<file path="src/core/pps_pkg.sv">
// Purpose: Shared constants and types for the port pin function select block.
// Assumes: AHB-Lite slave with 32-bit data and word-aligned registers.
// Notes: Offsets are byte addresses within the block's window.

package pps_pkg;

  ////////////////////////////////////////////////////////////////////////////
  // Pin layout of the six-pin port.
  localparam int unsigned PPS_NPINS = 6;
  localparam int unsigned PPS_NLOW = 5;
  localparam int unsigned PPS_FOURTH = 3;
  localparam int unsigned PPS_FIFTH = 4;
  localparam int unsigned PPS_TOP = 5;

  ////////////////////////////////////////////////////////////////////////////
  // Register offsets, as byte addresses.
  localparam logic [7:0] PPS_OFF_DATA = 8'h00;
  localparam logic [7:0] PPS_OFF_DIR = 8'h04;
  localparam logic [7:0] PPS_OFF_PULLUP = 8'h08;
  localparam logic [7:0] PPS_OFF_PIN = 8'h0c;
  localparam logic [7:0] PPS_OFF_STAT = 8'h10;

  // Register indices produced by the address decoder.
  localparam logic [2:0] PPS_IDX_DATA = 3'h0;
  localparam logic [2:0] PPS_IDX_DIR = 3'h1;
  localparam logic [2:0] PPS_IDX_PULLUP = 3'h2;
  localparam logic [2:0] PPS_IDX_PIN = 3'h3;
  localparam logic [2:0] PPS_IDX_STAT = 3'h4;
  localparam logic [2:0] PPS_IDX_NONE = 3'h7;

  ////////////////////////////////////////////////////////////////////////////
  // Reset values of the software registers.
  localparam logic [5:0] PPS_DATA_RST = 6'h00;
  localparam logic [5:0] PPS_DIR_RST = 6'h00;
  localparam logic [4:0] PPS_PULLUP_RST = 5'h00;

  ////////////////////////////////////////////////////////////////////////////
  // Field positions of the status register.
  localparam int unsigned PPS_STAT_CLK_LSB = 0;
  localparam int unsigned PPS_STAT_EXTRST = 3;
  localparam int unsigned PPS_STAT_FULL = 4;
  localparam int unsigned PPS_STAT_AVAIL_LSB = 8;

  // The transfer-type bit that marks NONSEQ or SEQ.
  localparam int unsigned PPS_HTRANS_ACTIVE = 1;

  ////////////////////////////////////////////////////////////////////////////
  // Clock source options.
  typedef enum logic [2:0] {
    PPS_CLK_EXT_XTAL = 3'b000,
    PPS_CLK_EXT_LF_XTAL = 3'b001,
    PPS_CLK_CERAMIC = 3'b010,
    PPS_CLK_EXT_RC = 3'b011,
    PPS_CLK_EXT_CLOCK = 3'b100,
    PPS_CLK_INT_RC = 3'b101
  } pps_clk_opt_type;

endpackage

</file>
<file path="src/core/pps_pin_cell.sv">
// Purpose: Function of one port pin from its availability and port settings.
// Assumes: All inputs are steady levels from registers of the parent.
// Notes: Purely combinational; the parent registers the results.

`timescale 1ns/1ps

module pps_pin_cell (
  input wire logic avail_i,
  input wire logic input_only_i,
  input wire logic open_drain_i,
  input wire logic data_i,
  input wire logic dir_i,
  input wire logic pu_en_i,
  output logic out_o,
  output logic oe_o,
  output logic pu_o
);

  // A claimed pin neither drives nor pulls; an open-drain pin only pulls low.
  always_comb begin
    out_o = 1'b0;
    oe_o = 1'b0;
    pu_o = 1'b0;
    if (avail_i && !input_only_i) begin
      if (open_drain_i) begin
        oe_o = dir_i & ~data_i;
      end else begin
        out_o = data_i;
        oe_o = dir_i;
        pu_o = pu_en_i & ~dir_i;
      end
    end
  end

endmodule

</file>
<file path="src/core/pps_port_pin_function_select.sv">
// Purpose: Pin function select for a six-pin general port, with AHB-Lite registers.
// Assumes: Reset-enable, clock option and variant straps are static in operation.
// Notes: Pin enables are cut by a reset condition without help from the clock.
// Function
// - Lower five pins bidirectional, each own pull-up.
// - Top pin input only, or open-drain on full.
// - Any reset condition tri-states all pins, clocklessly.
// - External reset enabled: top pin is reset only.
// - External reset disabled: top pin back to port.
// - Crystal and resonator options claim fourth, fifth pins.
// - RC and external clock claim fourth pin only.
// - Internal RC claims nothing; pins stay port.

`timescale 1ns/1ps

module pps_port_pin_function_select (
  input wire logic clk_sys_i,
  input wire logic rst_n_i,
  input wire logic ce_i,
  input wire logic cfg_ext_rst_en_i,
  input wire logic [2:0] cfg_clk_opt_i,
  input wire logic cfg_full_variant_i,
  input wire logic [5:0] port_pins_i,
  output logic [5:0] port_pins_o,
  output logic [5:0] port_pins_oe_o,
  output logic [5:0] port_pins_pu_o,
  output logic osc_amp_input_sel_o,
  output logic osc_amp_output_sel_o,
  output logic ext_reset_req_o,
  input wire logic hsel_i,
  input wire logic [31:0] haddr_i,
  input wire logic [1:0] htrans_i,
  input wire logic hwrite_i,
  input wire logic [2:0] hsize_i,
  input wire logic [31:0] hwdata_i,
  input wire logic hready_i,
  output logic [31:0] hrdata_o,
  output logic hreadyout_o,
  output logic hresp_o
);

  ////////////////////////////////////////////////////////////////////////////
  // Decoding functions.

  // Returns {fifth claimed, fourth claimed} for a clock option.
  function automatic logic [1:0] pps_claim(input logic [2:0] opt);
    logic [1:0] claim;
    claim = 2'b00;
    unique case (opt)
      pps_pkg::PPS_CLK_EXT_XTAL,
      pps_pkg::PPS_CLK_EXT_LF_XTAL,
      pps_pkg::PPS_CLK_CERAMIC: begin
        claim = 2'b11;
      end
      pps_pkg::PPS_CLK_EXT_RC,
      pps_pkg::PPS_CLK_EXT_CLOCK: begin
        claim = 2'b01;
      end
      pps_pkg::PPS_CLK_INT_RC: begin
        claim = 2'b00;
      end
      default: begin
        claim = 2'b00;
      end
    endcase
    return claim;
  endfunction

  // Maps a byte offset to a register index, or to none when unmapped.
  function automatic logic [2:0] pps_reg_index(input logic [31:0] addr);
    logic [2:0] idx;
    idx = pps_pkg::PPS_IDX_NONE;
    if (addr[31:8] == 24'h000000) begin
      unique case (addr[7:0])
        pps_pkg::PPS_OFF_DATA: idx = pps_pkg::PPS_IDX_DATA;
        pps_pkg::PPS_OFF_DIR: idx = pps_pkg::PPS_IDX_DIR;
        pps_pkg::PPS_OFF_PULLUP: idx = pps_pkg::PPS_IDX_PULLUP;
        pps_pkg::PPS_OFF_PIN: idx = pps_pkg::PPS_IDX_PIN;
        pps_pkg::PPS_OFF_STAT: idx = pps_pkg::PPS_IDX_STAT;
        default: idx = pps_pkg::PPS_IDX_NONE;
      endcase
    end
    return idx;
  endfunction

  ////////////////////////////////////////////////////////////////////////////
  // Static configuration straps.

  logic cfg_ext_rst_r;
  logic cfg_ext_rst_nxt;
  logic [2:0] cfg_clk_r;
  logic [2:0] cfg_clk_nxt;
  logic cfg_full_r;
  logic cfg_full_nxt;

  // Straps are loaded on every edge while reset is held and kept after it.
  always_comb begin
    cfg_ext_rst_nxt = cfg_ext_rst_r;
    cfg_clk_nxt = cfg_clk_r;
    cfg_full_nxt = cfg_full_r;
    if (!rst_n_i) begin
      cfg_ext_rst_nxt = cfg_ext_rst_en_i;
      cfg_clk_nxt = cfg_clk_opt_i;
      cfg_full_nxt = cfg_full_variant_i;
    end
  end

  // Registers the straps; reset loads them even while the clock enable is low.
  always_ff @(posedge clk_sys_i) begin
    if (!rst_n_i || ce_i) begin
      cfg_ext_rst_r <= cfg_ext_rst_nxt;
      cfg_clk_r <= cfg_clk_nxt;
      cfg_full_r <= cfg_full_nxt;
    end
  end

  ////////////////////////////////////////////////////////////////////////////
  // Pin availability from the straps.

  logic [1:0] claim;
  logic [5:0] avail;
  logic [5:0] input_only;
  logic [5:0] open_drain;

  // The top pin leaves the port while external reset is on; the lowest three pins always stay port.
  assign claim = pps_claim(cfg_clk_r);
  assign avail[2:0] = 3'b111;
  assign avail[pps_pkg::PPS_FOURTH] = ~claim[0];
  assign avail[pps_pkg::PPS_FIFTH] = ~claim[1];
  assign avail[pps_pkg::PPS_TOP] = ~cfg_ext_rst_r;

  // Top pin is input only on the reduced variant, open drain on the full one.
  assign input_only = {~cfg_full_r, 5'h00};
  assign open_drain = {cfg_full_r, 5'h00};

  ////////////////////////////////////////////////////////////////////////////
  // AHB-Lite slave.

  logic wr_pend_r;
  logic wr_pend_nxt;
  logic [2:0] wr_idx_r;
  logic [2:0] wr_idx_nxt;
  logic [31:0] hrdata_r;
  logic [31:0] hrdata_nxt;
  logic hreadyout_r;
  logic hreadyout_nxt;
  logic hresp_r;
  logic hresp_nxt;
  logic accept;
  logic [2:0] rd_idx;

  // Software port registers.
  logic [5:0] data_r;
  logic [5:0] data_nxt;
  logic [5:0] dir_r;
  logic [5:0] dir_nxt;
  logic [4:0] pullup_r;
  logic [4:0] pullup_nxt;
  logic [5:0] pin_in_r;
  logic [5:0] pin_in_nxt;

  // An address phase is taken when selected, active and the bus is ready.
  assign accept = hsel_i & htrans_i[pps_pkg::PPS_HTRANS_ACTIVE] & hready_i;
  assign rd_idx = pps_reg_index(haddr_i);

  // Read data is prepared in the address phase so the slave needs no wait.
  always_comb begin
    wr_pend_nxt = 1'b0;
    wr_idx_nxt = wr_idx_r;
    hrdata_nxt = hrdata_r;
    hreadyout_nxt = 1'b1;
    hresp_nxt = 1'b0;
    if (!rst_n_i) begin
      wr_idx_nxt = pps_pkg::PPS_IDX_NONE;
      hrdata_nxt = 32'h00000000;
    end else if (accept) begin
      hrdata_nxt = 32'h00000000;
      if (hwrite_i) begin
        wr_pend_nxt = 1'b1;
        wr_idx_nxt = rd_idx;
      end else begin
        unique case (rd_idx)
          pps_pkg::PPS_IDX_DATA: hrdata_nxt[5:0] = data_r;
          pps_pkg::PPS_IDX_DIR: hrdata_nxt[5:0] = dir_r;
          pps_pkg::PPS_IDX_PULLUP: hrdata_nxt[4:0] = pullup_r;
          pps_pkg::PPS_IDX_PIN: hrdata_nxt[5:0] = pin_in_r & avail;
          pps_pkg::PPS_IDX_STAT: begin
            hrdata_nxt[pps_pkg::PPS_STAT_CLK_LSB +: 3] = cfg_clk_r;
            hrdata_nxt[pps_pkg::PPS_STAT_EXTRST] = cfg_ext_rst_r;
            hrdata_nxt[pps_pkg::PPS_STAT_FULL] = cfg_full_r;
            hrdata_nxt[pps_pkg::PPS_STAT_AVAIL_LSB +: 6] = avail;
          end
          default: hrdata_nxt = 32'h00000000;
        endcase
      end
    end
  end

  // Registers the bus state.
  always_ff @(posedge clk_sys_i) begin
    if (!rst_n_i || ce_i) begin
      wr_pend_r <= wr_pend_nxt;
      wr_idx_r <= wr_idx_nxt;
      hrdata_r <= hrdata_nxt;
      hreadyout_r <= hreadyout_nxt;
      hresp_r <= hresp_nxt;
    end
  end

  assign hrdata_o = hrdata_r;
  assign hreadyout_o = hreadyout_r;
  assign hresp_o = hresp_r;

  ////////////////////////////////////////////////////////////////////////////
  // Port registers, written in the data phase.

  // Writes land at the end of the data phase; the pin input is sampled.
  always_comb begin
    data_nxt = data_r;
    dir_nxt = dir_r;
    pullup_nxt = pullup_r;
    pin_in_nxt = port_pins_i;
    if (!rst_n_i) begin
      data_nxt = pps_pkg::PPS_DATA_RST;
      dir_nxt = pps_pkg::PPS_DIR_RST;
      pullup_nxt = pps_pkg::PPS_PULLUP_RST;
      pin_in_nxt = 6'h00;
    end else if (wr_pend_r) begin
      unique case (wr_idx_r)
        pps_pkg::PPS_IDX_DATA: data_nxt = hwdata_i[5:0];
        pps_pkg::PPS_IDX_DIR: dir_nxt = hwdata_i[5:0];
        pps_pkg::PPS_IDX_PULLUP: pullup_nxt = hwdata_i[4:0];
        default: data_nxt = data_r;
      endcase
    end
  end

  // Registers the port state.
  always_ff @(posedge clk_sys_i) begin
    if (!rst_n_i || ce_i) begin
      data_r <= data_nxt;
      dir_r <= dir_nxt;
      pullup_r <= pullup_nxt;
      pin_in_r <= pin_in_nxt;
    end
  end

  ////////////////////////////////////////////////////////////////////////////
  // Pin function per bit.

  logic [5:0] cell_out;
  logic [5:0] cell_oe;
  logic [5:0] cell_pu;
  logic [5:0] pu_en;

  // The top pin has no pull-up.
  assign pu_en = {1'b0, pullup_r};

  // One cell per pin resolves its drive, enable and pull-up.
  for (genvar g = 0; g < pps_pkg::PPS_NPINS; g++) begin : g_cell
    pps_pin_cell u_cell (
      .avail_i(avail[g]),
      .input_only_i(input_only[g]),
      .open_drain_i(open_drain[g]),
      .data_i(data_r[g]),
      .dir_i(dir_r[g]),
      .pu_en_i(pu_en[g]),
      .out_o(cell_out[g]),
      .oe_o(cell_oe[g]),
      .pu_o(cell_pu[g])
    );
  end

  ////////////////////////////////////////////////////////////////////////////
  // Pin output flops and the clockless reset gate.

  logic [5:0] out_r;
  logic [5:0] out_nxt;
  logic [5:0] oe_r;
  logic [5:0] oe_nxt;
  logic [5:0] pu_r;
  logic [5:0] pu_nxt;
  logic osc_in_r;
  logic osc_in_nxt;
  logic osc_out_r;
  logic osc_out_nxt;
  logic ext_rst_r;
  logic ext_rst_nxt;
  logic reset_active;

  // Cell results and oscillator claims are registered; cleared in reset.
  always_comb begin
    out_nxt = cell_out;
    oe_nxt = cell_oe;
    pu_nxt = cell_pu;
    osc_in_nxt = claim[0];
    osc_out_nxt = claim[1];
    ext_rst_nxt = cfg_ext_rst_r & ~port_pins_i[pps_pkg::PPS_TOP];
    if (!rst_n_i) begin
      out_nxt = 6'h00;
      oe_nxt = 6'h00;
      pu_nxt = 6'h00;
      osc_in_nxt = 1'b0;
      osc_out_nxt = 1'b0;
      ext_rst_nxt = 1'b0;
    end
  end

  // Registers the pin-facing state.
  always_ff @(posedge clk_sys_i) begin
    if (!rst_n_i || ce_i) begin
      out_r <= out_nxt;
      oe_r <= oe_nxt;
      pu_r <= pu_nxt;
      osc_in_r <= osc_in_nxt;
      osc_out_r <= osc_out_nxt;
      ext_rst_r <= ext_rst_nxt;
    end
  end

  // A low reset input, or a low top pin in reset mode, cuts every enable at once.
  assign reset_active = ~rst_n_i |
    (cfg_ext_rst_r & ~port_pins_i[pps_pkg::PPS_TOP]);
  assign port_pins_oe_o = oe_r & {6{~reset_active}};
  assign port_pins_pu_o = pu_r & {6{~reset_active}};
  assign port_pins_o = out_r;
  assign osc_amp_input_sel_o = osc_in_r;
  assign osc_amp_output_sel_o = osc_out_r;
  assign ext_reset_req_o = ext_rst_r;

endmodule

</file>
<file path="config.mk">
export PLATFORM = sky130hd
export DESIGN_NAME = pps_port_pin_function_select
export DESIGN_NICKNAME = d
export VERILOG_FILES = /design/src/core/pps_pkg.sv /design/src/core/pps_pin_cell.sv /design/src/core/pps_port_pin_function_select.sv
export SDC_FILE = /design/constraint.sdc
export NUM_CORES = 1
export LEC_CHECK = 0
export ABC_CLOCK_PERIOD_IN_PS = 1500
export BUFFER_PORTS_ARGS = -buffer_cell sky130_fd_sc_hd__buf_4
export CORE_MARGIN = 2
export CORE_UTILIZATION = 43
export DETAILED_ROUTE_END_ITERATION = 8
export HOLD_SLACK_MARGIN = 0.1
export PLACE_DENSITY_LB_ADDON = 0.3
export SLEW_MARGIN = 20
export SYNTH_ARGS = -nofsm -noshare
export SYNTH_HDL_FRONTEND = slang
export SYNTH_HIERARCHICAL = 1
export SYNTH_SLANG_ARGS = --single-unit
</file>
<file path="constraint.sdc">
create_clock -name clk_sys_i -period 1.5 [get_ports clk_sys_i]
set_input_delay 0.3 -clock clk_sys_i [delete_from_list [all_inputs] [get_ports clk_sys_i]]
set_output_delay 0.3 -clock clk_sys_i [all_outputs]
set_load 0.005 [all_outputs]
</file>
### Yosys cells after proc, flatten, opt, wreduce, memory -nomap -nowiden

Index checks and enable logic that the tools add are counted.

| operators by class | value |
|---|---|
| eq/ne operators | 20 |
| mux-type cells | 18 |
| bitwise logic cells | 26 |
| reduce and logical (&&, ||, !) cells | 21 |

Operators with widths:

| kind | count |
|---|---|
| two-way mux 32 bit | 1 |
| two-way mux 6 bit | 5 |
| case mux 5 bit (5 select lines) | 1 |
| logical NOT 24 bit | 1 |
| AND 6 bit | 3 |
| equality test 8 x 4 -> 1 bit (second input constant) | 2 |
| equality test 3 x 2 -> 1 bit (second input constant) | 5 |
| case mux 3 bit (5 select lines) | 1 |
| two-way mux 14 bit | 1 |
| NOT 1 bit | 13 |
| inequality test 2 x 1 -> 1 bit (second input constant) | 6 |
| AND reduction 3 bit | 4 |
| two-way mux 5 bit | 2 |
| AND 1 bit | 9 |
| equality test 3 x 1 -> 1 bit (second input constant) | 3 |
| logical NOT 3 bit | 3 |
| two-way mux 3 bit | 3 |
| equality test 8 x 3 -> 1 bit (second input constant) | 1 |
| equality test 8 x 5 -> 1 bit (second input constant) | 1 |
| logical NOT 8 bit | 1 |
| AND reduction 2 bit | 4 |
| equality test 3 bit (second input constant) | 2 |
| OR reduction 2 bit | 3 |
| OR reduction 3 bit | 2 |
| other kinds (7) | 8 |

| word-level totals | value |
|---|---|
| register bits after elaboration | 85 |
| input port bits | 86 |

### Depth between registers and ports, before layout

Gate-level depths: netlist of the first run.

| logic depth | value |
|---|---|
| word-level depth | 8 |
| depth in mapped cells | 6 |
| gate-level depth less buffers | 5 |

### By module

Netlist of the first run, hierarchy kept.

Modules (own cells, without submodules):

| module | instances | cells an instance | area an instance (sq um) | sequential area each (sq um) |
|---|---|---|---|---|
| pps_port_pin_function_select | 1 | 235 | 2946.6 | 1891.8 |
| pps_pin_cell | 6 | 5 | 56.3 | 0.0 |

### Least setup slack after synthesis of the first run

No wires, ideal clock.

| timing | value |
|---|---|
| kind | input -> register |
| start | input haddr_i[28] |
| end | register hrdata_r[11] (netlist: hrdata_o[11]), data pin |
| library setup time | 0.137 ns |
| arrival time | 1.395 ns |
| slack | -0.031 ns |
| cell stages on the path | 4 |
| path buffers | 0 |
| path through | nor4_1 nand4_1 or4_4 nor2_2 |

| between the ends | value |
|---|---|
| word-level cells in the longest chain between the ends | 6 |

Ends and longest elaborated chain:

| item | line | source |
|---|---|---|
| start: declaration | pps_port_pin_function_select.sv:31 | `input wire logic [31:0] haddr_i,` |
| logical NOT 24 bit | pps_port_pin_function_select.sv:73 | `if (addr[31:8] == 24'h000000) begin` |
| two-way mux 3 bit | pps_port_pin_function_select.sv:73 |  |
| equality test 3 bit | pps_port_pin_function_select.sv:182 | `unique case (rd_idx)` |
| two-way mux 6 bit | pps_port_pin_function_select.sv:182 |  |
| two-way mux 14 bit | pps_port_pin_function_select.sv:178 | `if (hwrite_i) begin` |
| two-way mux 32 bit | pps_port_pin_function_select.sv:176 | `end else if (accept) begin` |
| end signal: assignment | pps_port_pin_function_select.sv:204 | `hrdata_r <= hrdata_nxt;` |
| end: declaration | pps_port_pin_function_select.sv:143 | `logic [31:0] hrdata_r;` |

Every way passes these cells. The select of a mux whose other input is x is not followed.
A chain may end at the register's enable or synchronous reset.

### Worst setup path in the final report of the first run

| timing | value |
|---|---|
| start | register cfg_ext_rst_r |
| end | output port_pins_pu_o[0] |

| between the ends | value |
|---|---|
| word-level cells in the longest chain between the ends | 4 |

Ends and longest elaborated chain:

| item | line | source |
|---|---|---|
| start: declaration | pps_port_pin_function_select.sv:89 | `logic cfg_ext_rst_r;` |
| start signal: assignment | pps_port_pin_function_select.sv:111 | `cfg_ext_rst_r <= cfg_ext_rst_nxt;` |
| AND 1 bit | pps_port_pin_function_select.sv:323 | `(cfg_ext_rst_r & ~port_pins_i[pps_pkg::PPS_TOP]);` |
| bitwise OR 1 bit | pps_port_pin_function_select.sv:322 | `assign reset_active = ~rst_n_i \|` |
| NOT 1 bit | pps_port_pin_function_select.sv:325 | `assign port_pins_pu_o = pu_r & {6{~reset_active}};` |
| AND 6 bit | pps_port_pin_function_select.sv:325 |  |
| end: declaration | pps_port_pin_function_select.sv:26 | `output logic [5:0] port_pins_pu_o,` |

Every way passes these cells.

==> summary.md, run 1 <==
| Metric | Value |
|---|---|
| CP required | `1.20 ns` |
| Post-route ant nets | `0` |
| Fillers | `565` |
| Nets | `494` |
| Status | `finished, violations left` |
| VDD IR max | `467 uV` |
| Worst Reg2Reg Path Length in Cells | `6` |
| Endpoints failing setup | `12` |
| Grt total ovfl | `0` |
| Row cnt | `31` |
| Total track usage | `0.182` |
| Failing checks | `setup timing` |
| Die area | `0.00835 sq mm` |
| CP Launch Type | `register` |
| Post-DR wirelength/cell | `14.4 um` |
| Reg-to-reg endpoint | `hrdata_o[3]$_SDFFCE_PP0P_` |
| Router iterations before antenna repair | `4` |
| Routability cong. | `0.818` |
| PwrDens | `927 mW/mm^2` |
| CTS tree | `done` |
| Die Width | `91.4 um` |
| First-pass GRT wire length | `11500 um` |
| H-tree depth | `3` |
| Gate Count Post-Synth | `265` |
| Buffers & Inverters on Critical Path | `2` |
| Clk Latency, worst-skew pair | `0.34 ns` |
| DR iter-0 viols | `93` |
| Final period util | `1.07` |
| Sequential area share after synthesis | `0.576` |
| CP Capture Type | `output port` |
| Setup WS pre-CTS | `-0.326 ns` |
| CTS Buf Count | `9` |
| Min-delay worst type | `in2reg` |
| Crit path time final | `1.61 ns` |
| Max-cap violations | `0` |
| Setup ws final | `-0.107 ns` |
| Buffers added on ports | `88` |
| Fin. max-slew vios | `0` |
| DRC viols | `0` |
| Clk slew on worst S/H paths | `0.07 ns` |
| Clk_skew | `0.00473 ns` |
| Deepest clock path buffer count | `2` |
| Netlist cell types | `36` |
| Starting density of the core | `0.448` |
| Antenna violations before repair | `0` |
| Crit Path Class | `reg2out` |
| Area Growth Syn to Fin | `41.5%` |
| Largest stage delay, worst path | `0.42 ns` |
| FMAX | `622 MHz` |
| Crit Reg-Reg Startpoint | `cfg_ext_rst_r$_DFFE_PP_` |
| Core area | `0.00733 sq mm` |
| Final Hold Vio Count | `0` |
| Cell area after synthesis | `0.00328 sq mm` |
| Clock root cell | `clkbuf_8` |
| Setup TNS | `-1.14 ns` |
| Hold Crit Depth | `1` |
| Total Wirelength | `7370 um` |
| Synth warn | `6` |
| Fin Hold WS | `0.126 ns` |
| Mean Syn Cell Area | `12.4 sq um` |
| CP max stage cell | `edfxtp_1` |
| DR vias | `2392` |
| Top Family by Delay on Critical Path | `flip-flops` |
| # IOs | `141` |
| Ant. Diodes | `0` |
| FF+latch count, synth | `63` |
| CP arrival | `1.31 ns` |
| Reg2reg setup slack | `0.05 ns` |
| Hold endpoint | `cfg_clk_r[0]$_DFFE_PP_` |
| Vias/cell | `4.67` |
| Clock Sinks | `63` |
| Critical Path, Cell by Cell | `inv_2 -> o21a_4 -> and2_4 -> buf_6` |
| Vias in the first global route | `2313` |
| HP Start | `cfg_clk_opt_i[0]` |
| Detailed Place HPWL | `5520 um` |
| Die Y | `91.4 um` |
| Pin count of the biggest net entering global routing | `26` |
| Critical-path maximum fanout | `6` |
| Leakage power | `1.99 nW` |
| Share of layout cells above drive strength 1 | `0.433` |
| RSZ-0062 raised after global routing | `true` |
layer usage:
layer  vias to the layer above  share of wire  global-route usage
li1                       1175              -                   -
met1                      1125           0.39               0.210
met2                        79           0.54               0.327
met3                        13          0.049              0.0407
met4                         0          0.021              0.0669
met5                         -              0                   0
registers in the layout (all words and copies together), names as in the netlist:
register and flops:
cfg_clk_r 3, cfg_ext_rst_r 1, cfg_full_r 1, data_r 6, dir_r 6, ext_reset_req_o 1, hrdata_o 10, oe_r 6
osc_amp_input_sel_o 1, osc_amp_output_sel_o 1, pin_in_r 6, port_pins_o 6, pu_r 6, pullup_r 5, wr_idx_r 3, wr_pend_r 1
how the worst max path moves through the flow:
stage               slack, ns                     from                          to  cells after the start
global route            -0.18  cfg_ext_rst_r$_DFFE_PP_           port_pins_pu_o[3]                      4
CTS                     -0.14  cfg_ext_rst_r$_DFFE_PP_           port_pins_oe_o[0]                      4
finish                  -0.11  cfg_ext_rst_r$_DFFE_PP_           port_pins_pu_o[0]                      4
floorplan               0.002               haddr_i[2]  hrdata_o[11]$_SDFFCE_PP0P_                      5
global placement        -0.27               haddr_i[9]   hrdata_o[4]$_SDFFCE_PP0P_                      6
detailed placement      -0.33               haddr_i[9]   hrdata_o[4]$_SDFFCE_PP0P_                      6
layout by cell type (no fill, tap or decap), types with 2 or more instances in the layout:
cell type / instances
nor4_1: 2
nor2_2: 3
nand2b_4: 6
o22ai_1: 4
bufinv_16: 2
a22oi_1: 6
conb_1: 46
and2_1: 34
edfxtp_1: 63
buf_6: 11
inv_1: 11
nor3b_1: 7
o21a_4: 2
nand2_1: 11
mux2_2: 3
buf_12: 3
nand3_1: 3
clkinv_2: 2
nand4_1: 2
nand3b_1: 3
nand2b_1: 4
mux2i_1: 3
nor4_2: 6
inv_2: 2
buf_4: 107
nor4b_4: 6
and2_4: 11
nor2_1: 5
clkbuf_8: 9
clkinvlp_4: 2
o21ai_0: 3
nor2b_1: 5
nor3_1: 4
a211oi_1: 6
a21oi_1: 5
cells by family (layout without fill, tap and decap cells):
| logic type | after synthesis | in the layout | share of synthesized area |
|---|---|---|---|
| AND/OR/NAND/NOR | 116 | 116 | 0.258 |
| flip-flops | 63 | 63 | 0.576 |
| buffers and inverters | 47 | 150 | 0.0815 |
| AO/OA/AOI/OAI | 31 | 32 | 0.0625 |
| multiplexers | 6 | 6 | 0.0194 |
| other | 2 | 46 | 0.00229 |
per-stage QoR:
step                 util  area [sq um]  cells  power (mW)
floorplan               -          3450    309        2.42
global placement    0.583          4280    491        2.69
detailed placement  0.583          4280    491        2.70
CTS                 0.624          4570    509        4.30
global route        0.634          4650    512        4.47
finish              0.634          4650    512        4.31
synth_stat cells, drive strengths merged:
cell	instances	area [sq um]
a211oi	6	45.0
a21boi	1	7.51
a21oi	5	25.0
a22oi	6	45.0
a31oi	1	6.26
and2	45	282
buf	25	185
clkbuf	9	33.8
conb	2	7.51
edfxtp	63	1890
inv	13	48.8
mux2	3	33.8
mux2i	3	30.0
nand2	11	41.3
nand2b	11	114
nand3	3	15.0
nand3b	3	22.5
nand4	2	12.5
nor2	8	35.0
nor2b	5	31.3
nor3	4	20.0
nor3b	7	52.6
nor4	8	56.3
nor4b	6	143
o21a	2	15.0
o21ai	4	20.0
o22ai	4	25.0
o2bb2ai	1	8.76
o31ai	1	7.51
or2	1	6.26
or3	1	6.26
or4	1	11.3
power by group:
group	switching, mW	internal [mW]
registers	0.0593	2.05
logic	0.268	0.340
clock network	0.658	0.929
total	0.986	3.32
final cells by class:
cell class	count	area (sq um)	area share
multi-input combinational	200	1380	0.298
sequential	63	1890	0.407
tap	99	124	0.0267
timing repair buffer	121	987	0.212
clock inverter	6	85.1	0.0183
clock buffer	10	128	0.0275
inverter	13	48.8	0.0105
repair_timing:
action                                  4_1_cts  5_1_grt
cloned                                        1        0
pin swaps                                    14       10
hold buffers                                  0        0
endpoints found under the setup margin       16       23
resized for setup                            23       12
setup buffers                                 1        3
worst register-to-register path, cell delays in order (launching register included):
cell and delay, ns:
edfxtp_1 0.42, buf_4 0.16, buf_4 0.14, mux2i_1 0.13, or2_4 0.13, a21oi_1 0.05
o21a_1 0.18
Power figures use the tool's default switching activity.
==> run 2: changes to the inputs <==
--- a/config.mk
+++ b/config.mk
@@ -14,2 +14,3 @@
 export PLACE_DENSITY_LB_ADDON = 0.3
+export RECOVER_POWER = 100
 export SLEW_MARGIN = 20
==> constraint.sdc (replaced) <==
create_clock -name clk_sys_i -period 1.5 [get_ports clk_sys_i]
set_input_delay 0.075 -clock clk_sys_i [delete_from_list [all_inputs] [get_ports clk_sys_i]]
set_output_delay 0.075 -clock clk_sys_i [all_outputs]
set_load 0.005 [all_outputs]
==> run 2 against run 1 <==
Net effect:
- the run now ends clean
- register-to-register slack better by 0.02 ns
- critical path type is now reg2reg
- first-iteration DRC count is 2.2% higher
- clock skew rose by 0.0025 ns
- via count down 0.38%
- final cell count stayed put
- highest routed layer unchanged
- maximum frequency increased by 12%
- combinational power is 14% lower
- global-route usage shrank 0.65 points
- sequential share of layout area rose by 2.0 points
==> summary.md, run 2 (synthesis gave the netlist of run 1 again) <==
| Metric | Value |
|---|---|
| Status | `finished clean` |
| Pin count of the biggest net entering global routing | `28 (+7.7%)` |
| Crit Path Class | `reg2reg` |
| # IOs | `141 (unchanged)` |
| DR vias | `2383 (-0.38%)` |
| Detailed Place HPWL | `5280 um (-4.3%)` |
| Most frequent cells in the layout | `63 x edfxtp_1, 50 x buf_4, 46 x conb_1` |
| Post-DR wirelength/cell | `13.9 um (-3.4%)` |
| Max FFs per register | `10 (unchanged)` |
| Final Hold Vio Count | `0 (unchanged)` |
| Commonest non-fill, non-tap cell in the layout | `edfxtp_1` |
| Ant. Diodes | `0 (unchanged)` |
| Reg2reg setup slack | `0.07 ns (+0.02 ns)` |
| Fillers | `623 (+10%)` |
| CTS Buf Count | `9 (unchanged)` |
| Starting density of the core | `0.448 (unchanged)` |
| H-tree depth | `3 (unchanged)` |
| Max-cap violations | `0 (unchanged)` |
| Antenna violations before repair | `0 (unchanged)` |
| NetSw | `0.927 mW (-6.0%)` |
| Clk network pwr share | `0.343 (-0.025)` |
| Worst Reg2Reg Path Length in Cells | `6 (unchanged)` |
| CP Capture Type | `register` |
| Grt total ovfl | `0 (unchanged)` |
| DRC viols | `0 (unchanged)` |
| Die Width | `91.4 um (unchanged)` |
| Switching share of power | `0.231 (+0.00257)` |
| Clk Latency, worst-skew pair | `0.33 ns (about the same)` |
| Placed cell area | `0.00413 sq mm (-3.3%)` |
| HP Start | `ce_i` |
| Clock root cell | `clkbuf_8` |
| Deepest clock path buffer count | `2 (unchanged)` |
| CTS tree | `done` |
| Critical Path, Cell by Cell | `o21ai_1 -> inv_1 -> clkbuf_2 -> nand2b_4 -> nor4b_4 -> and2_1` |
| Crit Reg-Reg Startpoint | `cfg_clk_r[0]$_DFFE_PP_` |
| Core area | `0.00733 sq mm (unchanged)` |
| Hold endpoint | `wr_pend_r$_SDFFCE_PN0N_` |
| Normalized max-slew margin | `0.545` |
| Vias/cell | `4.65 (-0.38%)` |
| Post-route ant nets | `0 (unchanged)` |
| Critical-path maximum fanout | `3 (-3)` |
| Min-delay worst type | `in2reg` |
| Hold Crit Depth | `2 (+1)` |
| Reg-to-reg endpoint | `pu_r[3]$_SDFFCE_PN0N_` |
| Final instance area | `0.00443 sq mm (-4.6%)` |
| Worst-Margin Slew | `0.682 ns` |
| Total track usage | `0.175 (-0.00645)` |
| Leakage power | `1.85 nW (-6.9%)` |
| Crit path time final | `1.43 ns (-0.177 ns)` |
| CP Launch Type | `register` |
| Share of layout cells above drive strength 1 | `0.305 (-0.128)` |
| FMAX | `699 MHz (+12%)` |
| Routability cong. | `0.847 (+3.5%)` |
| PwrDens | `904 mW/mm^2 (-2.5%)` |
| Row cnt | `31 (unchanged)` |
| Buffers added on ports | `88 (unchanged)` |
| Final core occ | `0.605 (-0.0290)` |
| Die Y | `91.4 um (unchanged)` |
| Clk_skew | `0.00725 ns (+0.00253 ns)` |
| Final period util | `0.954 (-0.118)` |
| Top Family by Delay on Critical Path | `flip-flops` |
| Gate power share | `0.131 (-0.010)` |
| Endpoints failing setup | `0 (-12)` |
| Fin. max-slew vios | `0 (unchanged)` |
| CP required | `1.59 ns (+0.39 ns)` |
| CP max stage cell | `edfxtp_1` |
| CP arrival | `1.52 ns (+0.21 ns)` |
| Seq pwr share | `0.527 (+0.037)` |
| Vias in the first global route | `2302 (-0.48%)` |
| Router iterations before antenna repair | `4 (unchanged)` |
| Largest stage delay, worst path | `0.43 ns (about the same)` |
| Internal | `3.08 mW (-7.3%)` |
| Buffers & Inverters on Critical Path | `2 (unchanged)` |
| Clock Sinks | `63 (unchanged)` |
| Nets | `494 (unchanged)` |
| RSZ-0062 raised after global routing | `true` |
| Total Wirelength | `7120 um (-3.4%)` |
| VDD IR max | `510 uV (+9.2%)` |
| First-pass GRT wire length | `11200 um (-2.5%)` |
| Setup TNS | `0 ns (+1.14 ns)` |
| Area Growth Syn to Fin | `35.0%` |
| Die area | `0.00835 sq mm (unchanged)` |
| DR iter-0 viols | `95 (+2.2%)` |
| Clk slew on worst S/H paths | `0.07 ns (about the same)` |
run 2: cell count changes in the layout (fill, tap and decap cells not counted), sizes merged:
cell         delta
o21a            -1
buf            -70
clkinvlp        -2
clkbuf         +52
bufinv          -1
clkinv          +3
dlygate4sd3    +19
run 2: metal layers:
layer  wire (um)  up-vias  track usage
met5           0        -            0
met4          45        0       0.0593
met3         251        4       0.0456
met2        3850       47        0.303
met1        2970     1168        0.211
li1            -     1164            -
run 2: power groups by stage:
| stage | combinational (mW) | clock, mW | sequential (mW) |
|---|---|---|---|
| after floorplan | 0.285 | 0 | 2.13 |
| after global placement | 0.497 | 0 | 2.15 |
| after detailed placement | 0.507 | 0 | 2.15 |
| after CTS | 0.552 | 1.40 | 2.11 |
| after global routing | 0.576 | 1.48 | 2.12 |
| final | 0.523 | 1.37 | 2.11 |
run 2: metrics by stage:
| stage | total power [mW] | instances | hold WS [ns] | worst slack (ns) |
|---|---|---|---|---|
| final | 4.01 | 512 | 0.0796 | 0.0692 |
| after global routing | 4.17 | 512 | 0.0777 | -0.0217 |
| after CTS | 4.06 | 512 | 0.135 | 0.0452 |
| after detailed placement | 2.66 | 476 | 0.255 | -0.0342 |
| after global placement | 2.65 | 476 | 0.254 | -0.0334 |
| after floorplan | 2.42 | 309 | 0.174 | 0.0430 |
run 2: cell type report:
class                      count  area (sq um)  area share
sequential                    63          1890       0.427
multi-input combinational    199          1260       0.285
timing repair buffer         122           927       0.209
clock buffer                  10           128      0.0288
tap                           99           124      0.0279
clock inverter                 6          51.3      0.0116
inverter                      13          48.8      0.0110
run 2: worst max path at each step:
| stage | depth (start not counted) | slack, ns | end | start |
|---|---|---|---|---|
| after CTS | 4 | 0.05 | port_pins_oe_o[2] | cfg_ext_rst_r$_DFFE_PP_ |
| after global placement | 6 | -0.03 | wr_idx_r[2]$_SDFFCE_PN1P_ | haddr_i[27] |
| after global routing | 5 | -0.02 | port_pins_o[4]$_SDFFCE_PN0N_ | cfg_clk_r[1]$_DFFE_PP_ |
| after detailed placement | 6 | -0.03 | wr_idx_r[2]$_SDFFCE_PN1P_ | haddr_i[9] |
| final | 6 | 0.07 | pu_r[3]$_SDFFCE_PN0N_ | cfg_clk_r[0]$_DFFE_PP_ |
| after floorplan | 2 | 0.04 | data_r[0]$_SDFFCE_PN0P_ | wr_idx_r[2]$_SDFFCE_PN1P_ |
run 2: worst reg2reg max path: stages, from the launching register on:
cell and delay [ns]:
edfxtp_1 0.43, o21ai_1 0.23, inv_1 0.10, clkbuf_2 0.15
nand2b_4 0.09, nor4b_4 0.05, and2_1 0.15
run 2: repair_timing:
| item | CTS | global route |
|---|---|---|
| endpoints found under the setup margin | 15 | 16 |
| hold buffers | 19 | 0 |
| pin swaps | 0 | 0 |
| gates resized for setup | 2 | 1 |
| setup buffers | 1 | 0 |
| hold endpoints to repair | 30 | 0 |
==> run 3: changes to the inputs <==
- ABC_AREA: unset -> 1
- BUFFER_PORTS_ARGS: -buffer_cell sky130_fd_sc_hd__buf_4 -> unset
- CORE_UTILIZATION: 43 -> 55
- DONT_BUFFER_PORTS: unset -> 1
- HOLD_SLACK_MARGIN: 0.1 -> unset
==> run 3 against run 2 <==
Net effect:
- synthesized area up 6.9%
- die area fell by 16%
- global-route usage rose by 2.6 points
- non-clock buffer count down 91
- synthesized cell count is 53% higher
- via count increased by 5.7%
- first-iteration DRC count is 15% higher
- sequential power about the same
==> summary.md, run 3 <==
| Metric | Value |
|---|---|
| Status | `finished clean` |
| Critical-path maximum fanout | `6 (+3)` |
| FF+latch count, synth | `63 (unchanged)` |
| Detailed Place HPWL | `4780 um (-9.5%)` |
| Grt total ovfl | `0 (unchanged)` |
| Post-route ant nets | `0 (unchanged)` |
| Clk network pwr share | `0.325 (-0.018)` |
| Buffers added on ports | `0 (-100%)` |
| Mean Syn Cell Area | `8.65 sq um (-30%)` |
| Commonest non-fill, non-tap cell in the layout | `nand2_1` |
| Asr flop ratio synth | `0 (unchanged)` |
| Largest stage delay, worst path | `0.41 ns (-0.02 ns)` |
| CP arrival | `1.49 ns (-0.03 ns)` |
| Internal | `2.73 mW (-11%)` |
| PwrDens | `911 mW/mm^2 (+0.79%)` |
| CP max stage cell | `or3_1` |
| Gate power share | `0.083 (-0.048)` |
| Die area | `0.00704 sq mm (-16%)` |
| Most frequent cells in the layout | `89 x nand2_1, 73 x inv_1, 66 x nor2_1` |
| Die Y | `83.9 um (-8.2%)` |
| Ant. Diodes | `0 (unchanged)` |
| Commonest cells in the netlist | `87 x nand2_1, 73 x inv_1, 64 x nor2_1, 63 x edfxtp_1, 24 x buf_4` |
| Core area | `0.00628 sq mm (-14%)` |
| Min-delay worst type | `in2reg` |
| Clk Latency, worst-skew pair | `0.34 ns (about the same)` |
| Synth area leader | `edfxtp_1` |
| Vias/cell | `4.68 (+0.56%)` |
| CTS Buf Count | `9 (unchanged)` |
| Area of the multi-input gates | `0.00120 sq mm (-4.7%)` |
| Netlist cell types | `26 (-28%)` |
| Critical path origin | `wr_idx_r[2]$_SDFFCE_PN1P_` |
| Max-cap violations | `0 (unchanged)` |
| Die Width | `83.9 um (-8.2%)` |
| CP Capture Type | `register` |
| First-pass GRT wire length | `10800 um (-3.8%)` |
| Crit path time final | `1.44 ns (+0.00730 ns)` |
| Critical Path, Cell by Cell | `or3_1 -> o21ai_0 -> buf_4` |
| Fillers | `563 (-9.6%)` |
| Worst-Margin Slew | `0.691 ns (+0.00833 ns)` |
| Clock Sinks | `63 (unchanged)` |
| Total Wirelength | `6550 um (-8.0%)` |
| Share of layout cells above drive strength 1 | `0.130 (-0.175)` |
| Fin Hold WS | `0.0311 ns (-0.0485 ns)` |
| Crit Path Class | `reg2reg` |
| Final core occ | `0.625 (+0.0198)` |
| Sequential cell area | `0.00189 sq mm (unchanged)` |
| DR iter-0 viols | `109 (+15%)` |
| Leakage power | `1.86 nW (+0.52%)` |
| Vias in the first global route | `2514 (+9.2%)` |
| Normalized max-slew margin | `0.540 (-0.00555)` |
| Total track usage | `0.201 (+0.0257)` |
| Buffers & Inverters on Critical Path | `1 (-1)` |
| VDD IR max | `690 uV (+35%)` |
| Endpoints failing setup | `0 (unchanged)` |
| DR vias | `2518 (+5.7%)` |
| CP required | `1.55 ns (-0.04 ns)` |
| Synth warn | `6 (unchanged)` |
| FMAX | `695 MHz (-0.51%)` |
| Fin. max-slew vios | `0 (unchanged)` |
| RSZ-0062 raised after global routing | `false` |
| Sequential area share after synthesis | `0.539 (-0.0372)` |
| H-tree depth | `3 (unchanged)` |
| HP Start | `htrans_i[1]` |
| Top cell type's share of synthesized area | `0.539 (-0.0372)` |
| Most numerous cell in the Yosys netlist | `nand2_1` |
| Switching share of power | `0.237 (+0.00518)` |
| # IOs | `141 (unchanged)` |
| Max FFs per register | `10 (unchanged)` |
| Cell area after synthesis | `0.00351 sq mm (+6.9%)` |
| Final period util | `0.959 (+0.00487)` |
| Routability cong. | `0.848 (about the same)` |
| Final Hold Vio Count | `0 (unchanged)` |
| NetSw | `0.845 mW (-8.9%)` |
| Crit Reg-Reg Startpoint | `wr_idx_r[2]$_SDFFCE_PN1P_` |
| Post-CTS setup buffers | `0 (-1)` |
| CP Launch Type | `register` |
| Top Family by Delay on Critical Path | `simple AND/OR/NAND/NOR gates` |
| Deepest clock path buffer count | `2 (unchanged)` |
| Gate Count Post-Synth | `406 (+53%)` |
| Post-synth top flop | `edfxtp_1` |
| Pin count of the biggest net entering global routing | `35 (+25%)` |
| Starting density of the core | `0.559 (+0.111)` |
| Post-DR wirelength/cell | `12.2 um (-12%)` |
| DRC viols | `0 (unchanged)` |
| Clk_skew | `0.00414 ns (-0.00311 ns)` |
| Clk slew on worst S/H paths | `0.06 ns (about the same)` |
| Clock root cell | `clkbuf_8` |
| Router iterations before antenna repair | `4 (unchanged)` |
| Antenna violations before repair | `0 (unchanged)` |
| Synth area leaders | `edfxtp_1 54%, nand2_1 9.3%, inv_1 7.8%, nor2_1 6.8%, buf_4 5.1%` |
| Seq pwr share | `0.592 (+0.065)` |
| Nets | `544 (+10%)` |
| CTS tree | `done` |
| Number of flops mapped to enable cells by yosys | `63 (unchanged)` |
| Row cnt | `29 (-6.5%)` |
| Area Growth Syn to Fin | `11.7%` |
-- run 3: changes by cell type in the layout (fill, tap and decap cells not counted), moves of 8 or more --
| cell | previous run | this run |
|---|---|---|
| and2_0 | 23 | 1 |
| and2_1 | 22 | 0 |
| buf_4 | 50 | 5 |
| clkbuf_4 | 42 | 1 |
| inv_1 | 13 | 73 |
| inv_2 | 0 | 14 |
| nand2_1 | 11 | 89 |
| nand3_1 | 3 | 21 |
| nor2_1 | 6 | 66 |
| nor2_2 | 2 | 10 |
-- run 3: worst paths after layout --
kind,depth (start not counted),slack [ns],endpoint
setup / recovery,3,0.06,data_r[0]$_SDFFCE_PN0P_
hold / removal,2,0.03,wr_pend_r$_SDFFCE_PN0N_
setup reg to reg,3,0.06,data_r[0]$_SDFFCE_PN0P_
hold reg to reg,1,0.57,hrdata_o[13]$_SDFFCE_PP0P_
-- run 3: area by class of cell --
cell class	count	area share
flip-flops and latches	63	0.482
clock buffers	11	0.0335
multi-input cells	265	0.307
repair buffers	31	0.0648
clock inverters	3	0.00319
well taps	77	0.0246
inverters	88	0.0842
-- run 3: power by group through the flow --
stage	logic (mW)	registers, mW	clock network (mW)
floorplan	0.254	2.13	0
global placement	0.250	2.15	0
detailed placement	0.256	2.15	0
CTS	0.315	2.12	1.18
global route	0.341	2.13	1.26
finish	0.297	2.11	1.16
-- run 3: per-stage QoR --
stage | power, mW | setup slack, ns | instance area (sq um) | TNS (ns) | instances
floorplan | 2.39 | -0.107 | 3660 | -1.29 | 445
global placement | 2.40 | 0.0150 | 3650 | 0 | 505
detailed placement | 2.41 | -0.00570 | 3650 | -0.00570 | 505
CTS | 3.61 | 0.0800 | 3990 | 0 | 538
global route | 3.72 | 0.0290 | 3920 | 0 | 538
finish | 3.57 | 0.0619 | 3920 | 0 | 538
-- run 3: cells by family (layout without fill, tap and decap cells) --
logic type	count (synthesis)	after routing	share of synthesized area
AOI/OAI and AO/OA	13	13	0.0192
buffers and inverters	117	133	0.151
DFF	63	63	0.539
other	2	41	0.00214
and+or+nand+nor	211	211	0.289
-- run 3: timing repair --
action | 4_1_cts | 5_1_grt
setup endpoints to repair | 0 | 3
resized for setup | 0 | 1
hold buffers | 19 | 0
endpoints found under the hold margin | 54 | 0
-- run 3: metal layers --
layer	vias up	wire length [um]	GRT usage
met5	-	0	0
met4	0	133	0.0806
met3	14	521	0.0574
met2	106	3390	0.361
met1	1115	2500	0.223
li1	1283	-	-
